**config.mk**
```make
export PLATFORM = sky130hd
export DESIGN_NAME = li_ion_charge_controller
export DESIGN_NICKNAME = d
export VERILOG_FILES = /design/src/inc/li_ion_charge_pkg.sv /design/src/design/li_ion_charge_controller.sv
export SDC_FILE = /design/constraint.sdc
export NUM_CORES = 1
export LEC_CHECK = 0
export ABC_AREA = 1
export BUFFER_PORTS_ARGS = -buffer_cell sky130_fd_sc_hd__buf_2
export CORE_MARGIN = 4
export CORE_UTILIZATION = 39
export DETAILED_ROUTE_END_ITERATION = 10
export MAX_ROUTING_LAYER = met4
export SYNTH_ARGS = -nofsm -noshare
export SYNTH_HDL_FRONTEND = slang
export SYNTH_SLANG_ARGS = --single-unit
export TNS_END_PERCENT = 10
```
**constraint.sdc**
```tcl
create_clock -name clk_sys -period 10.7 [get_ports clk_sys]
set_clock_uncertainty 0.1 [all_clocks]
set_input_delay 0.535 -clock clk_sys [delete_from_list [all_inputs] [get_ports clk_sys]]
set_output_delay 0.535 -clock clk_sys [all_outputs]
set_load 0.02 [all_outputs]
```
**src/inc/li_ion_charge_pkg.sv**
```systemverilog
`default_nettype none
package li_ion_charge_pkg;
    localparam logic [7:0] ADDR_INT1_STATUS = 8'h04, ADDR_INT1_MASK = 8'h05;
    localparam logic [7:0] ADDR_LOCK = 8'h10, ADDR_FAST_CUR = 8'h11, ADDR_CONTROL = 8'h12;
    localparam logic [7:0] ADDR_VREG = 8'h13, ADDR_CTL_FOUR = 8'h14, ADDR_DEAD_CUR = 8'h15;
    localparam logic [7:0] ADDR_PRE_CUR = 8'h16, ADDR_CTL_SEVEN = 8'h17, ADDR_TIMERS = 8'h18;
    localparam logic [7:0] ADDR_STATUS = 8'h19, ADDR_RESET_CAUSE = 8'h71;
    localparam logic [7:0] MASK_RESET = 8'h7F, LOCK_RESET = 8'h00, CONTROL_RESET = 8'h01;
    localparam logic [7:0] CTL_FOUR_RESET = 8'h05, CTL_SEVEN_RESET = 8'h06, TIMERS_RESET = 8'h00;
    localparam logic [5:0] FAST_CUR_RESET = 6'h0A, VREG_RESET = 6'h20;
    localparam logic [5:0] DEAD_CUR_RESET = 6'h02, PRE_CUR_RESET = 6'h05;
    localparam logic [7:0] CONTROL_WMASK = 8'h03;
    localparam logic [4:0] UNLOCK_KEY = 5'h15;
    localparam int DEAD_IRQ_BIT = 6, SW_RESET_BIT = 7, CHG_EN_BIT = 0, RECHG_OFS_BIT = 1;
    localparam logic [7:0] CAUSE_POWER_ON = 8'h01, CAUSE_SW_RESET = 8'h02;
    localparam logic [2:0] THERM_MAX_CODE = 3'h6;
    localparam logic [5:0] CUR_5MA_CODE = 6'h00, CV_DERATE_STEP = 6'h04;
    // comparator index order on the synchroniser vector
    localparam int CMP_ABOVE_DEAD = 0, CMP_BELOW_DET_UP = 1, CMP_ABOVE_LOW = 2;
    localparam int CMP_AT_REG = 3, CMP_BELOW_TAPER = 4, CMP_BELOW_RECHG = 5;
    localparam int CMP_DIE_HOT = 6, CMP_VIN_VALID = 7, CMP_BAT_ATTACHED = 8, CMP_COUNT = 9;
    localparam int CLK_PERIOD_NS = 4, TICK_NS = 1000000;
    localparam int TICK_CYCLES = TICK_NS / CLK_PERIOD_NS;
    localparam int DETECT_SETTLE_MS = 1, RECHARGE_DGL_MS = 50;
    localparam int MS_PER_S = 1000, MS_PER_MIN = 60000, MS_PER_HR = 3600000;
    localparam int DEAD_S [4] = '{5, 10, 20, 40};
    localparam int PREQ_MIN [4] = '{15, 30, 45, 60};
    localparam int FAST_HR [4] = '{3, 5, 7, 9};
    localparam int TAPER_MIN [4] = '{5, 10, 20, 40};
    typedef enum logic [3:0] {
        ST_IDLE, ST_DET_SINK, ST_DET_SOURCE, ST_DEAD, ST_PRE,
        ST_CC, ST_CV, ST_TAPER, ST_DONE, ST_FAULT
    } chg_state_t;
endpackage : li_ion_charge_pkg
`default_nettype wire

```
**src/design/li_ion_charge_controller.sv**
```systemverilog
`default_nettype none
module li_ion_charge_controller #(
    parameter int TICK_CYCLES_P = li_ion_charge_pkg::TICK_CYCLES
) (
    // clock and reset
    input wire logic clk_sys,
    input wire logic reset_n,
    // register port
    input wire logic regWrite,
    input wire logic [7:0] regAddr,
    input wire logic [7:0] regWriteData,
    output logic [7:0] regReadData,
    // analog comparators, asynchronous
    input wire logic cmpVbatAboveDead,
    input wire logic cmpVbatBelowDetUp,
    input wire logic cmpVbatAboveLow,
    input wire logic cmpVbatAtReg,
    input wire logic cmpCurrentBelowTaper,
    input wire logic cmpVbatBelowRecharge,
    input wire logic cmpDieHot,
    input wire logic cmpVinValid,
    input wire logic cmpBatAttached,
    // analog charge path controls
    output logic chargeOn,
    output logic [5:0] currentCode,
    output logic [5:0] voltageCode,
    output logic rechargeOffsetSel,
    output logic detectSink,
    output logic detectSource,
    output logic [2:0] thermalThresholdCode,
    output logic deadTimeoutIrq
);
    import li_ion_charge_pkg::*;

    ////////////////////////////////////////////////////////////////////////////
    function automatic logic [31:0] deadLimitMs(input logic [1:0] sel);
        deadLimitMs = 32'(DEAD_S[sel] * MS_PER_S);
    endfunction : deadLimitMs

    function automatic logic [31:0] preqLimitMs(input logic [1:0] sel);
        preqLimitMs = 32'(PREQ_MIN[sel] * MS_PER_MIN);
    endfunction : preqLimitMs

    function automatic logic [31:0] fastLimitMs(input logic [1:0] sel);
        fastLimitMs = 32'(FAST_HR[sel] * MS_PER_HR);
    endfunction : fastLimitMs

    function automatic logic [31:0] taperLimitMs(input logic [1:0] sel);
        taperLimitMs = 32'(TAPER_MIN[sel] * MS_PER_MIN);
    endfunction : taperLimitMs

    ////////////////////////////////////////////////////////////////////////////
    // three-stage synchronisers; value moves only when stages two and three agree
    logic [CMP_COUNT-1:0] cmpRaw;
    logic [CMP_COUNT-1:0] syncA_reg;
    logic [CMP_COUNT-1:0] syncB_reg;
    logic [CMP_COUNT-1:0] syncC_reg;
    logic [CMP_COUNT-1:0] cmp_reg;

    assign cmpRaw = {cmpBatAttached, cmpVinValid, cmpDieHot, cmpVbatBelowRecharge,
        cmpCurrentBelowTaper, cmpVbatAtReg, cmpVbatAboveLow, cmpVbatBelowDetUp,
        cmpVbatAboveDead};

    for (genvar i = 0; i < CMP_COUNT; i++)
    begin : gSync
        always_ff @(posedge clk_sys or negedge reset_n)
        begin
            if (!reset_n)
            begin
                syncA_reg[i] <= 1'b0;
                syncB_reg[i] <= 1'b0;
                syncC_reg[i] <= 1'b0;
                cmp_reg[i] <= 1'b0;
            end
            else
            begin
                syncA_reg[i] <= cmpRaw[i];
                syncB_reg[i] <= syncA_reg[i];
                syncC_reg[i] <= syncB_reg[i];
                if (syncB_reg[i] == syncC_reg[i])
                    cmp_reg[i] <= syncC_reg[i];
            end
        end
    end

    ////////////////////////////////////////////////////////////////////////////
    // millisecond tick shared by every timer
    logic [17:0] tickCnt_reg;
    logic tick_reg;
    wire tickWrap = tickCnt_reg == 18'(TICK_CYCLES_P - 1);

    always_ff @(posedge clk_sys or negedge reset_n)
    begin
        if (!reset_n)
        begin
            tickCnt_reg <= 18'h00000;
            tick_reg <= 1'b0;
        end
        else
        begin
            tickCnt_reg <= tickWrap ? 18'h00000 : tickCnt_reg + 18'h00001;
            tick_reg <= tickWrap;
        end
    end

    ////////////////////////////////////////////////////////////////////////////
    // register file
    logic [7:0] intStatus_reg, intMask_reg, lock_reg, control_reg, ctlFour_reg;
    logic [7:0] ctlSeven_reg, timers_reg, resetCause_reg, readData_reg;
    logic [5:0] fastCur_reg, vreg_reg, deadCur_reg, preCur_reg;
    logic thermalFlag_reg;
    chg_state_t stateReg, stateNext;

    wire unlocked = lock_reg[4:0] == UNLOCK_KEY;
    wire lockedAddr = regAddr >= ADDR_FAST_CUR && regAddr <= ADDR_TIMERS;
    wire wrOk = regWrite && (!lockedAddr || unlocked);
    wire wrCtl = wrOk && regAddr == ADDR_CONTROL;
    wire swReset = wrCtl && regWriteData[SW_RESET_BIT];
    wire enWrite = wrCtl && regWriteData[CHG_EN_BIT] && !swReset;
    wire wrStatus = regWrite && regAddr == ADDR_INT1_STATUS;
    wire [7:0] statusClr = wrStatus ? regWriteData : 8'h00;
    wire deadExpire;
    wire [7:0] statusSet = {1'b0, deadExpire, 6'h00};
    wire [2:0] thermWrite = regWriteData[2:0] > THERM_MAX_CODE ? THERM_MAX_CODE
        : regWriteData[2:0];

    always_ff @(posedge clk_sys or negedge reset_n)
    begin
        if (!reset_n)
            resetCause_reg <= CAUSE_POWER_ON;
        else if (swReset)
            resetCause_reg <= CAUSE_SW_RESET;
    end

    always_ff @(posedge clk_sys or negedge reset_n)
    begin
        if (!reset_n)
        begin
            intStatus_reg <= 8'h00;
            intMask_reg <= MASK_RESET;
            lock_reg <= LOCK_RESET;
            control_reg <= CONTROL_RESET;
            ctlFour_reg <= CTL_FOUR_RESET;
            ctlSeven_reg <= CTL_SEVEN_RESET;
            timers_reg <= TIMERS_RESET;
            fastCur_reg <= FAST_CUR_RESET;
            vreg_reg <= VREG_RESET;
            deadCur_reg <= DEAD_CUR_RESET;
            preCur_reg <= PRE_CUR_RESET;
        end
        // software reset kept synchronous so the async reset path stays a pure pin
        else if (swReset)
        begin
            intStatus_reg <= 8'h00;
            intMask_reg <= MASK_RESET;
            lock_reg <= LOCK_RESET;
            control_reg <= CONTROL_RESET;
            ctlFour_reg <= CTL_FOUR_RESET;
            ctlSeven_reg <= CTL_SEVEN_RESET;
            timers_reg <= TIMERS_RESET;
            fastCur_reg <= FAST_CUR_RESET;
            vreg_reg <= VREG_RESET;
            deadCur_reg <= DEAD_CUR_RESET;
            preCur_reg <= PRE_CUR_RESET;
        end
        else
        begin
            // a new event outranks a clear in the same cycle
            intStatus_reg <= (intStatus_reg & ~statusClr) | statusSet;
            if (regWrite && regAddr == ADDR_INT1_MASK)
                intMask_reg <= regWriteData;
            if (regWrite && regAddr == ADDR_LOCK)
                lock_reg <= {3'h0, regWriteData[4:0]};
            if (wrCtl)
                control_reg <= regWriteData & CONTROL_WMASK;
            if (wrOk && regAddr == ADDR_CTL_FOUR)
                ctlFour_reg <= regWriteData;
            if (wrOk && regAddr == ADDR_CTL_SEVEN)
                ctlSeven_reg <= {5'h00, thermWrite};
            if (wrOk && regAddr == ADDR_TIMERS)
                timers_reg <= {2'h0, regWriteData[5:0]};
            if (wrOk && regAddr == ADDR_FAST_CUR)
                fastCur_reg <= regWriteData[5:0];
            if (wrOk && regAddr == ADDR_VREG)
                vreg_reg <= regWriteData[5:0];
            if (wrOk && regAddr == ADDR_DEAD_CUR)
                deadCur_reg <= regWriteData[5:0];
            if (wrOk && regAddr == ADDR_PRE_CUR)
                preCur_reg <= regWriteData[5:0];
        end
    end

    wire [7:0] readMux =
        regAddr == ADDR_INT1_STATUS ? intStatus_reg :
        regAddr == ADDR_INT1_MASK ? intMask_reg :
        regAddr == ADDR_LOCK ? lock_reg :
        regAddr == ADDR_FAST_CUR ? {2'h0, fastCur_reg} :
        regAddr == ADDR_CONTROL ? control_reg :
        regAddr == ADDR_VREG ? {2'h0, vreg_reg} :
        regAddr == ADDR_CTL_FOUR ? ctlFour_reg :
        regAddr == ADDR_DEAD_CUR ? {2'h0, deadCur_reg} :
        regAddr == ADDR_PRE_CUR ? {2'h0, preCur_reg} :
        regAddr == ADDR_CTL_SEVEN ? ctlSeven_reg :
        regAddr == ADDR_TIMERS ? timers_reg :
        regAddr == ADDR_STATUS ? {thermalFlag_reg, 3'h0, 4'(stateReg)} :
        regAddr == ADDR_RESET_CAUSE ? resetCause_reg : 8'h00;

    ////////////////////////////////////////////////////////////////////////////
    // charge sequencer
    logic [31:0] phaseMs_reg, safetyMs_reg;
    logic vinPrev_reg, attachPrev_reg;
    wire inThermal = cmp_reg[CMP_DIE_HOT];
    wire startCycle = (cmp_reg[CMP_VIN_VALID] && !vinPrev_reg)
        || (cmp_reg[CMP_BAT_ATTACHED] && !attachPrev_reg) || enWrite;
    wire stateChange = stateNext != stateReg;
    wire [31:0] deadLimit = deadLimitMs(ctlFour_reg[7:6]);
    wire [31:0] preqLimit = preqLimitMs(timers_reg[1:0]);
    wire [31:0] fastBase = fastLimitMs(timers_reg[3:2]);
    wire [31:0] fastLimit = (stateReg == ST_CC && inThermal) ? fastBase << 1 : fastBase;
    wire [31:0] taperLimit = taperLimitMs(timers_reg[5:4]);
    wire settled = phaseMs_reg >= 32'(DETECT_SETTLE_MS);
    wire preqOver = safetyMs_reg >= preqLimit;
    wire fastOver = safetyMs_reg >= fastLimit;
    wire deadMasked = intMask_reg[DEAD_IRQ_BIT];
    wire inDone = stateReg == ST_DONE;
    wire rechargeLow = cmp_reg[CMP_BELOW_RECHG];
    wire inFast = stateReg == ST_CC || stateReg == ST_CV || stateReg == ST_TAPER;
    wire safetyRun = stateReg == ST_DEAD || stateReg == ST_PRE || inFast;
    wire safetyClr = stateChange && (stateNext == ST_DEAD || stateNext == ST_CC);

    assign deadExpire = stateReg == ST_DEAD && !cmp_reg[CMP_ABOVE_DEAD]
        && phaseMs_reg >= deadLimit;

    always_comb
    begin
        stateNext = stateReg;
        if (!control_reg[CHG_EN_BIT] || !cmp_reg[CMP_VIN_VALID])
            stateNext = ST_IDLE;
        else if (startCycle)
            stateNext = ST_DET_SINK;
        else
        begin
            unique case (stateReg)
                ST_IDLE: stateNext = ST_IDLE;
                ST_DET_SINK:
                    if (settled)
                        stateNext = cmp_reg[CMP_ABOVE_DEAD] ? ST_DEAD : ST_DET_SOURCE;
                ST_DET_SOURCE:
                    if (settled)
                        stateNext = cmp_reg[CMP_BELOW_DET_UP] ? ST_DEAD : ST_IDLE;
                ST_DEAD:
                    if (cmp_reg[CMP_ABOVE_DEAD])
                        stateNext = ST_PRE;
                    else if (deadExpire)
                        stateNext = deadMasked ? ST_PRE : ST_FAULT;
                    else if (preqOver)
                        stateNext = ST_FAULT;
                ST_PRE:
                    if (cmp_reg[CMP_ABOVE_LOW])
                        stateNext = ST_CC;
                    else if (preqOver)
                        stateNext = ST_FAULT;
                ST_CC:
                    if (fastOver)
                        stateNext = ST_FAULT;
                    else if (cmp_reg[CMP_AT_REG])
                        stateNext = ST_CV;
                ST_CV:
                    if (fastOver)
                        stateNext = ST_FAULT;
                    else if (cmp_reg[CMP_BELOW_TAPER])
                        stateNext = ST_TAPER;
                ST_TAPER:
                    if (fastOver)
                        stateNext = ST_FAULT;
                    else if (phaseMs_reg >= taperLimit)
                        stateNext = ST_DONE;
                ST_DONE:
                    if (rechargeLow && phaseMs_reg >= 32'(RECHARGE_DGL_MS))
                        stateNext = ST_CC;
                ST_FAULT: stateNext = ST_FAULT;
                default: stateNext = ST_IDLE;
            endcase
        end
    end

    always_ff @(posedge clk_sys or negedge reset_n)
    begin
        if (!reset_n)
        begin
            stateReg <= ST_IDLE;
            vinPrev_reg <= 1'b0;
            attachPrev_reg <= 1'b0;
            thermalFlag_reg <= 1'b0;
        end
        else
        begin
            stateReg <= stateNext;
            vinPrev_reg <= cmp_reg[CMP_VIN_VALID];
            attachPrev_reg <= cmp_reg[CMP_BAT_ATTACHED];
            thermalFlag_reg <= inThermal;
        end
    end

    // a high recharge comparator must hold without a break, so a drop restarts the count
    always_ff @(posedge clk_sys or negedge reset_n)
    begin
        if (!reset_n)
        begin
            phaseMs_reg <= 32'h0000_0000;
            safetyMs_reg <= 32'h0000_0000;
        end
        else
        begin
            if (stateChange || (inDone && !rechargeLow))
                phaseMs_reg <= 32'h0000_0000;
            else if (tick_reg)
                phaseMs_reg <= phaseMs_reg + 32'h0000_0001;
            if (safetyClr)
                safetyMs_reg <= 32'h0000_0000;
            else if (tick_reg && safetyRun)
                safetyMs_reg <= safetyMs_reg + 32'h0000_0001;
        end
    end

    ////////////////////////////////////////////////////////////////////////////
    // analog controls, registered
    logic [5:0] currentNext, voltageNext;
    logic chargeOn_reg, offsetSel_reg, sink_reg, source_reg, irq_reg;
    logic [5:0] currentCode_reg, voltageCode_reg;
    logic [2:0] thermCode_reg;
    wire [5:0] ccCurrent = (inThermal && fastCur_reg != CUR_5MA_CODE)
        ? {1'b0, fastCur_reg[5:1]} : fastCur_reg;
    wire [5:0] cvVoltage = !inThermal ? vreg_reg
        : (vreg_reg > CV_DERATE_STEP ? vreg_reg - CV_DERATE_STEP : 6'h00);

    assign currentNext = stateReg == ST_DEAD ? deadCur_reg :
        stateReg == ST_PRE ? preCur_reg :
        stateReg == ST_CC ? ccCurrent :
        inFast ? fastCur_reg : 6'h00;
    assign voltageNext = (stateReg == ST_CV || stateReg == ST_TAPER) ? cvVoltage : vreg_reg;

    always_ff @(posedge clk_sys or negedge reset_n)
    begin
        if (!reset_n)
        begin
            chargeOn_reg <= 1'b0;
            currentCode_reg <= 6'h00;
            voltageCode_reg <= 6'h00;
            offsetSel_reg <= 1'b0;
            sink_reg <= 1'b0;
            source_reg <= 1'b0;
            thermCode_reg <= 3'h0;
            irq_reg <= 1'b0;
            readData_reg <= 8'h00;
        end
        else
        begin
            chargeOn_reg <= safetyRun;
            currentCode_reg <= currentNext;
            voltageCode_reg <= voltageNext;
            offsetSel_reg <= control_reg[RECHG_OFS_BIT];
            sink_reg <= stateReg == ST_DET_SINK;
            source_reg <= stateReg == ST_DET_SOURCE;
            thermCode_reg <= ctlSeven_reg[2:0];
            irq_reg <= intStatus_reg[DEAD_IRQ_BIT] && !deadMasked;
            readData_reg <= readMux;
        end
    end

    assign chargeOn = chargeOn_reg;
    assign currentCode = currentCode_reg;
    assign voltageCode = voltageCode_reg;
    assign rechargeOffsetSel = offsetSel_reg;
    assign detectSink = sink_reg;
    assign detectSource = source_reg;
    assign thermalThresholdCode = thermCode_reg;
    assign deadTimeoutIrq = irq_reg;
    assign regReadData = readData_reg;
endmodule : li_ion_charge_controller
`default_nettype wire

```
==> impl_metrics.tcl, run 1 <==
set metrics [dict create \
    worst_pin_slew_ns 0.817 \
    wl_per_cell_um 15.6 \
    antenna_found_initial 1 \
    ys_seq_elements 220 \
    post_cts_buffers 0 \
    syn_avg_cell_area_um2 7.94 \
    critPathRequiredTime_ns 11.07 \
    slew_headroom_pct 45.5 \
    final.setup.tns_ns 0 \
    worst-setup-path-type "register to register" \
    min_path_type "input pin to register" \
    synth-edff-count 0 \
    worstSkewPairLatency_ns 0.57 \
    route.detailed.drc 0 \
    grt_pass1_wl_um 64300 \
    met1_usage_pct 26.4 \
    layout-drive-gt1-share_pct 8.25 \
    grt_util_met2_pct 30.5 \
    grt_use_total_pct 19.2 \
    endpoint_kind "register" \
    ios 56 \
    run_status "completed" \
    final_common_cell "nand2_1" \
    final_hold_viol_count 0 \
    cts_buffer_depth 3 \
    busiest_layer "met2" \
    rsz0062_at_grt "false" \
    cp-start-kind "register" \
    cts_root_buf "clkbuf_16" \
    grt-ovfl-total 0 \
    num_antenna_cells 0 \
    leakagePower_nw 8.38 \
    grt_pass1_vias 12400 \
    netlist_instances 1870 \
    peakVddDrop_v 0.000219 \
    area_growth_pct 13.2 \
    fin_crit_sh_pct 56.4 \
    cts.clk_slew.worst_paths_ns 0.06 \
    drtAntennaViolNets 0 \
    fp.dieH_um 203 \
    cts-hold-fix-buffers 9 \
    nNetsFinal 2139 \
    drt_iter0_markers 798 \
    first_pass_iters 6 \
    fmax_ghz 0.166 \
    yosysUniqueCellTypes 62 \
    drt-total-wl_um 38600 \
    initial_utilization_pct 39.5 \
    async_flop_share_pct 100 \
    grt_max_degree 107 \
    synthFlopType "dfrtp_1" \
    cts-resized-gates 0 \
    whs_ns 0.0407 \
    gp_congestion 0.923 \
    ys_seq_area_share_pct 37.2 \
    cts_inserted_buffers 27 \
    cts_tree "yes" \
    die_w_um 203 \
    hpwl_um 29400 \
    core_um2 37600 \
    maxCapViolations 0 \
    htree_num_levels 1 \
    grt_use_met3_pct 2.84 \
    num_rows 71 \
    yosysWarnings 0 \
    maxSlewViolCount 0 \
    dieArea_um2 41300 \
    worstPathArrival_ns 6.41 \
    setup_viol 0 \
    io_buffers 55 \
    num_vias 12600 \
    cts_sinks 220 \
    synth_area_um2 14800 \
    powerDensity_nw_per_um2 134 \
    post-route-min-period_ns 6.04 \
    routed_via_density 5.09 \
    synth_nets 2066 \
    critical_path_peak_fanout 32 \
    mostFrequentLayoutCells "nand2_1 (345), inv_1 (284), nor2_1 (212), dfrtp_1 (201), ha_1 (162)" \
    total_power_mw 2.26 \
]
per-layer routing:
metal  share of wire [%]  up-vias
li1                    -     6297
met1                  47     5931
met2                  46      319
met3                 5.0       45
met4                 1.8        0
met5                   0        -
final timing paths:
kind / end / depth (start not counted) / from / slack, ns
max in group asynchronous: safetyMs_reg[28] / 4 / reset_n / 8.04
min reg2reg: syncB_reg[1] / 0 / syncA_reg[1] / 0.25
max reg2reg: phaseMs_reg[13] / 27 / timers_reg[2] / 4.66
min in group asynchronous: tickCnt_reg[9] / 2 / reset_n / 0.46
min: syncA_reg[4] / 1 / cmpCurrentBelowTaper / 0.04
max: phaseMs_reg[13] / 27 / timers_reg[2] / 4.66
logic make-up after synthesis:
kind of cell               Yosys count  synth area share, %
AOI/OAI and AO/OA                  298                 11.5
buffers and inverters              314                 8.23
muxes                                1               0.0674
other                                1               0.0253
DFF                                220                 37.2
and+or+nand+nor                    779                 23.2
adders and majority gates          177                 15.1
xor gates and xnor gates            80                 4.72
cells in the mapped netlist, types with 3 or more instances:
cell / number / area share [%]
nor3b_1: 6 / 0.30
xor2_1: 52 / 3.1
buf_6: 4 / 0.30
a21oi_1: 102 / 3.4
nor3_1: 46 / 1.6
o21a_1: 4 / 0.20
nand2_2: 3 / 0.13
o211ai_1: 19 / 0.96
a31oi_1: 4 / 0.17
inv_1: 284 / 7.2
o21bai_1: 4 / 0.20
ha_1: 162 / 14
nand2_1: 345 / 8.7
nor2_4: 3 / 0.23
buf_2: 6 / 0.20
a211oi_1: 5 / 0.25
nand4_1: 31 / 1.3
o221ai_1: 4 / 0.24
xnor2_1: 28 / 1.7
clkbuf_1: 12 / 0.30
maj3_1: 9 / 0.61
dfrtp_1: 201 / 34
o21ai_0: 106 / 3.6
nor2_1: 213 / 5.4
nor2_2: 5 / 0.21
nor4_1: 15 / 0.63
or2_2: 4 / 0.17
nand3_1: 90 / 3.0
a22oi_1: 5 / 0.25
dfstp_2: 19 / 3.4
nand3_2: 4 / 0.27
o22ai_1: 24 / 1.0
fa_1: 6 / 0.81
o2111ai_1: 5 / 0.29
a221oi_1: 4 / 0.24
per-stage QoR:
stage | util [%] | instances | cell area, um2 | setup WS, ns
2_1_floorplan | - | 1870 | 14800 | 5.69
5_1_grt | 44.7 | 2475 | 16800 | 4.07
3_3_place_gp | 41.7 | 2416 | 15700 | 4.86
3_5_place_dp | 41.7 | 2416 | 15700 | 4.65
4_1_cts | 44.7 | 2475 | 16800 | 4.62
6_report | 44.7 | 2475 | 16800 | 4.66
power by group:
part           internal (mW)  total [mW]  switching (mW)  leakage [nW]
logic                  0.109       0.296           0.187          5.26
registers              0.871       0.899          0.0280          2.62
clock network          0.668        1.06           0.396         0.497
critical path, stage by stage, from the launching register on:
cell	delay, ns
dfrtp_1	0.45
inv_1	0.23
ha_1	0.32
ha_1	0.27
nor2_1	0.12
ha_1	0.15
inv_1	0.04
fa_1	0.47
inv_1	0.04
ha_1	0.28
ha_1	0.33
xnor2_1	0.23
inv_1	0.08
a21oi_1	0.14
ha_1	0.26
a211oi_1	0.28
nand3_1	0.11
a31oi_1	0.55
nand2_2	0.15
inv_1	0.08
o21ai_1	0.06
nand2_1	0.10
nand2_1	0.11
nand2_1	0.07
nand2_1	0.08
nor2_4	0.14
nand4_4	0.45
nor2_1	0.24
layout make-up:
type | count | area, um2
flip-flops and latches | 220 | 5530
fillers | 3716 | 20800
inverters | 290 | 1090
well taps | 511 | 639
repair buffers | 68 | 405
multi-input cells | 1336 | 8100
clock buffers | 29 | 693
clock inverters | 21 | 345
No activity file was read; power rests on OpenSTA's default activity.
==> run 2: changes to the inputs <==
--- a/config.mk
+++ b/config.mk
@@ -5,7 +5,7 @@
 export SDC_FILE = /design/constraint.sdc
 export NUM_CORES = 1
 export LEC_CHECK = 0
-export ABC_AREA = 1
+export ABC_AREA = 0
 export BUFFER_PORTS_ARGS = -buffer_cell sky130_fd_sc_hd__buf_2
 export CORE_MARGIN = 4
 export CORE_UTILIZATION = 39
==> constraint.sdc (replaced) <==
create_clock -name clk_sys -period 5.6 [get_ports clk_sys]
set_clock_uncertainty 0.1 [all_clocks]
set_input_delay 0.28 -clock clk_sys [delete_from_list [all_inputs] [get_ports clk_sys]]
set_output_delay 0.28 -clock clk_sys [all_outputs]
set_load 0.02 [all_outputs]
==> run 2 against run 1 <==
The run now ends with negative setup slack left; sequential power up 88%; fmax up 5.6%; via count down 2.0%; synthesized area fell by 1.1%; count of clock-buffer cells in the layout fell by 2; combinational power grew 39%; power grew 75%; final cell count shrank 9.2%; die area fell by 1.0%; hold slack lost 0.014 ns.
==> impl_metrics.tcl, run 2 <==
set metrics [dict create \
    grt_max_degree 116 \
    synth_area_leaders "dfrtp_1 (34%), ha_1 (14%), nor2_1 (4.5%)" \
    dp.cells 2174 \
    maxCapViolations 0 \
    cpMostUsedCell "ha_1" \
    yosys.area.top_type_share_pct 34.3 \
    cts_sinks 220 \
    worstPathArrival_ns 6.02 \
    synthFlopType "dfrtp_1" \
    total_power_mw 3.95 \
    cts.clk_slew.worst_paths_ns 0.06 \
    hpwl_um 27700 \
    netlist_instances 1612 \
    initial_utilization_pct 39.8 \
    synth_nets 1807 \
    mostFrequentLayoutCells "dfrtp_1 (198), nor2_1 (174), ha_1 (152), nand2_1 (133), nand3_1 (86)" \
    final.setup.tns_ns -4.56 \
    post-route-min-period_ns 5.72 \
    synth-simple-area-share_pct 20.7 \
    route.detailed.drc 0 \
    p_sw_share_pct 24.4 \
    synth_common_cells "dfrtp_1 (201), nor2_1 (176), ha_1 (161), nand2_1 (134), o21ai_0 (97)" \
    final_common_cell "dfrtp_1" \
    synthXorXnorAreaFrac_pct 6.50 \
    routed_via_density 5.49 \
    num_antenna_cells 0 \
    cp-endpoint "safetyMs_reg[26]" \
    final_hold_viol_count 0 \
    worst_slack_ns -0.120 \
    crit_path_start "timers_reg[3]" \
    grt-ovfl-total 0 \
    num_rows 70 \
    synth_top_family_by_area "simple AND/OR/NAND/NOR gates" \
    critical_path_peak_fanout 7 \
    synth-edff-count 0 \
    die_w_um 202 \
    min_path_type "input pin to register" \
    num_vias 12300 \
    ios 56 \
    slew_headroom_pct 30.8 \
    worst-setup-path-type "register to register" \
    cp_slowest_cell "dfrtp_2" \
    slowest_delay_ns 0.45 \
    htree_num_levels 1 \
    drtAntennaViolNets 0 \
    ys_seq_area_share_pct 37.7 \
    cp-start-kind "register" \
    dpl-instance-area_um2 16000 \
    synth_most_common_cell "dfrtp_1" \
    reg2regPathDepth 27 \
    fp.dieH_um 202 \
    whs_ns 0.0266 \
    fmax_ghz 0.175 \
    async_flop_share_pct 100 \
    cts_root_buf "clkbuf_16" \
    maxSlewViolCount 0 \
    cts_inserted_buffers 24 \
    peakVddDrop_v 0.000254 \
    cts_buffer_depth 3 \
    gp_congestion 0.883 \
    fin_cells 2248 \
    grt_pass1_vias 12100 \
    fin_crit_sh_pct 102 \
    synth_compound_area_share_pct 12.4 \
    leakagePower_nw 8.55 \
    endpoint_kind "register" \
    reg2reg_from "timers_reg[3]" \
    grt_use_total_pct 19.2 \
    first_pass_iters 5 \
    dieArea_um2 40800 \
    synth_area_um2 14700 \
    worst_pin_slew_ns 1.04 \
    io_buffers 55 \
    comb_power_share_pct 10.4 \
    run_status "finished, violations left" \
    r2r_end "safetyMs_reg[26]" \
    rrSetupSlack_ns -0.12 \
    stdcell_area_um2 17500 \
    seqPwrFrac_pct 42.8 \
    layout-drive-gt1-share_pct 15.3 \
    ys_seq_elements 220 \
    antenna_found_initial 0 \
    violations "negative setup slack" \
    synthAdderAreaFrac_pct 15.1 \
    grt_pass1_wl_um 64200 \
    rsz0062_at_grt "true" \
    num-fill-cells 3432 \
    critPathRequiredTime_ns 5.90 \
    syn_avg_cell_area_um2 9.11 \
    wl_per_cell_um 17.8 \
    power_switching_mw 0.964 \
    area_growth_pct 19.4 \
    power.internal_mw 2.98 \
    drt_iter0_markers 861 \
    yosysUniqueCellTypes 74 \
    powerDensity_nw_per_um2 225 \
    setup_viol 59 \
    fin_util_pct 47.6 \
    worstSkewPairLatency_ns 0.53 \
    cts_tree "yes" \
    yosys.area.top_type "dfrtp_1" \
    core_um2 36900 \
    synthMuxAreaShare_pct 3.83 \
    clkPwrFrac_pct 46.7 \
    drt-total-wl_um 40100 \
    nNetsFinal 1921 \
    pre_cts_slack_ns -0.253 \
    yosysWarnings 0 \
]
==> run 2: cell types whose count changed after synthesis, sizes merged, moves of 20 or more <==
cell	change
a21oi	-37
mux2i	+45
nor2	-46
nand4	+25
inv	-217
nand2	-215
o22ai	-20
and2	+21
clkbuf	+46
and3	+25
xnor2	+39
==> run 2: timing repair <==
| action | 4_1_cts | 5_1_grt |
|---|---|---|
| gates cloned | 2 | 6 |
| pin swaps | 7 | 19 |
| setup buffers | 5 | 4 |
| hold buffers | 14 | 0 |
| setup endpoints to repair | 64 | 65 |
| endpoints found under the hold margin | 108 | 0 |
| gates resized for setup | 33 | 47 |
==> run 2: how the worst min path moves through the flow <==
| stage | to | slack (ns) | cells after the start | from |
|---|---|---|---|---|
| 6_report | intMask_reg[3] | 0.03 | 3 | regWriteData[3] |
| 2_1_floorplan | attachPrev_reg | -0.12 | 0 | reset_n |
| 5_1_grt | intMask_reg[2] | 0.02 | 3 | regWriteData[2] |
| 3_3_place_gp | syncB_reg[6] | 0.23 | 0 | syncA_reg[6] |
| 4_1_cts | intMask_reg[3] | 0.02 | 3 | regWriteData[3] |
| 3_5_place_dp | syncB_reg[1] | 0.23 | 0 | syncA_reg[1] |
==> run 2: cell families (layout without fill, tap and decap cells) <==
logic type               count (synthesis)  after routing
buffers and inverters                  139            271
multiplexers                            53             53
flip-flops                             220            220
AO/OA/AOI/OAI                          290            290
XOR/XNOR                               109            109
other                                    1              1
adder cells (fa/ha/maj)                176            176
AND/OR/NAND/NOR                        624            624
==> run 2: final cells by class <==
| type | count | area, um2 | area share, % |
|---|---|---|---|
| multi-input combinational | 1253 | 8890 | 50.7 |
| clock buffer | 27 | 653 | 3.72 |
| sequential | 220 | 5530 | 31.5 |
| tap | 504 | 631 | 3.60 |
| inverter | 70 | 265 | 1.51 |
| timing repair buffer | 157 | 1290 | 7.34 |
| clock inverter | 17 | 274 | 1.56 |
==> run 2: per-layer routing <==
layer	global-route usage, %	share of wire, %
met1	26.8	46
met2	30.7	47
met3	1.64	4.3
met4	4.05	2.2
met5	-	0
==> run 2: power groups by stage <==
stage	combinational, mW	sequential (mW)	clock, mW
CTS	0.404	1.69	1.88
finish	0.412	1.69	1.84
floorplan	0.237	1.71	0
global route	0.469	1.70	1.95
global placement	0.381	1.72	0
detailed placement	0.393	1.72	0
==> run 2: worst max-delay path: cells and delay by family, from the launching register on <==
kind	cells	cell delay [ns]
xor gates and xnor gates	3	0.42
DFF	1	0.45
buffers and inverters	5	0.67
and+or+nand+nor	4	0.96
AOI/OAI and AO/OA	9	1.46
adders and majority gates	6	1.53
==> run 3: changes to the inputs <==
--- a/config.mk
+++ b/config.mk
@@ -11,6 +11,7 @@
 export CORE_UTILIZATION = 39
 export DETAILED_ROUTE_END_ITERATION = 10
 export MAX_ROUTING_LAYER = met4
+export RECOVER_POWER = 100
 export SYNTH_ARGS = -nofsm -noshare
 export SYNTH_HDL_FRONTEND = slang
 export SYNTH_SLANG_ARGS = --single-unit
==> run 3 against run 2 <==
Clock power is essentially flat; largest cell class unchanged; core utilization decreased by 0.21 points; the flow finishes with violations (max-capacitance violations, max-slew violations, negative setup slack); non-clock buffer count unchanged; via count grew 0.35%; cell area is 0.44% lower; critical endpoint is now safetyMs_reg[20].
==> impl_metrics.tcl, run 3 (synthesis gave the netlist of run 2 again) <==
set metrics [dict create \
    layout-drive-gt1-share_pct 13.2 \
    stdcell_area_um2 17500 \
    grt_pass1_wl_um 64200 \
    crit_family "adder cells" \
    io_buffers 55 \
    hpwl_um 27700 \
    slew_headroom_pct -81.7 \
    cts_sinks 220 \
    dp.cells 2174 \
    peakVddDrop_v 0.000253 \
    run_status "finished, violations left" \
    critPathRequiredTime_ns 5.91 \
    dieArea_um2 40800 \
    wl_per_cell_um 17.8 \
    die_w_um 202 \
    worst_pin_slew_ns 2.73 \
    cpMostUsedCell "ha_1" \
    core_um2 36900 \
    first_pass_iters 6 \
    worst-setup-path-type "register to register" \
    maxCapViolations 2 \
    antenna_found_initial 0 \
    wl_met1_um 18600 \
    grt_pass1_vias 12100 \
    route.detailed.drc 0 \
    worstPathArrival_ns 6.02 \
    rsz0062_at_grt "true" \
    wl_met3_um 1790 \
    maxSlewViolCount 178 \
    num_vias 12400 \
    initial_utilization_pct 39.8 \
    critical_path_peak_fanout 7 \
    final_hold_viol_count 0 \
    fmax_ghz 0.175 \
    violations "max-capacitance violations, max-slew violations, negative setup slack" \
    drtAntennaViolNets 0 \
    wl_met2_um 19000 \
    nNetsFinal 1921 \
    cp_slowest_cell "dfrtp_2" \
    cp-start-kind "register" \
    cts_inserted_buffers 24 \
    final_common_cell "dfrtp_1" \
    fin_cells 2248 \
    worstSkewPairLatency_ns 0.53 \
    grt_max_degree 116 \
    routed.top_layer "met4" \
    slowest_delay_ns 0.45 \
    ios 56 \
    num_rows 70 \
    grt_use_total_pct 19.2 \
    path_buf_inv 5 \
    min_path_type "input pin to register" \
    final.setup.tns_ns -4.46 \
    fin_crit_sh_pct 102 \
    powerDensity_nw_per_um2 226 \
    cts_root_buf "clkbuf_16" \
    setup_viol 59 \
    cts_tree "yes" \
    leakagePower_nw 8.40 \
    mostFrequentLayoutCells "dfrtp_1 (198), nor2_1 (175), ha_1 (152), nand2_1 (133), nand3_1 (86)" \
    cts.clk_slew.worst_paths_ns 0.07 \
    cts_buffer_depth 3 \
    htree_num_levels 1 \
    post-route-min-period_ns 5.72 \
    fp.dieH_um 202 \
    routed_via_density 5.51 \
    endpoint_kind "register" \
    num_antenna_cells 0 \
    drt-total-wl_um 40100 \
    dpl-instance-area_um2 16000 \
    gp_congestion 0.883 \
    grt-ovfl-total 0 \
    drt_iter0_markers 831 \
    area_growth_pct 18.9 \
    worst_slack_ns -0.116 \
]
-- run 3: cell types whose count changed in the layout (fill, tap and decap cells not counted), sizes merged --
cell and delta:
buf -35, clkbuf +35
-- run 3: final cells by class --
type | count | area, um2
flip-flops and latches | 220 | 5530
repair buffers | 157 | 1210
clock inverters | 17 | 274
inverters | 70 | 265
clock buffers | 27 | 653
fillers | 3458 | 19400
multi-input cells | 1253 | 8890
well taps | 504 | 631
-- run 3: power breakdown --
group          switching (mW)  internal, mW
Clock                   0.680          1.16
Combinational           0.240         0.169
Sequential             0.0439          1.65
-- run 3: worst min-delay path, stage by stage --
cell	delay (ns)
buf_2	0.18
nand2_1	0.08
o211ai_1	0.09
-- run 3: what timing repair did --
item,in CTS,in global routing
setup endpoints to repair,64,65
resized for setup,33,47
hold buffers,14,0
pin swaps,7,19
setup buffers,5,4
gates cloned,2,6
hold endpoints to repair,108,0
-- run 3: worst paths after layout --
kind / endpoint / start / slack, ns / cells past startpoint
min reg2reg: syncB_reg[1] / syncA_reg[1] / 0.24 / 0
max reg2reg: safetyMs_reg[20] / timers_reg[3] / -0.12 / 27
min: intMask_reg[3] / regWriteData[3] / 0.03 / 3
min in group asynchronous: thermalThresholdCode[0] / reset_n / 0.99 / 2
max: safetyMs_reg[20] / timers_reg[3] / -0.12 / 27
max in group asynchronous: phaseMs_reg[18] / reset_n / 1.64 / 3
-- run 3: metal layers --
layer	global-route usage, %	vias up
li1	-	5972
met1	26.8	6051
met2	30.7	311
met3	1.64	50
met4	4.05	0
met5	-	-
-- run 3: per-stage QoR --
stage | power (mW) | setup slack [ns] | utilization, % | hold WS [ns]
finish | 3.94 | -0.116 | 47.4 | 0.0309
global placement | 2.10 | -0.107 | 43.3 | 0.234
global route | 4.11 | -0.321 | 47.4 | 0.0249
detailed placement | 2.11 | -0.253 | 43.3 | 0.235
floorplan | 1.95 | 0.00600 | - | -0.116
CTS | 3.97 | -0.194 | 46.6 | 0.0194
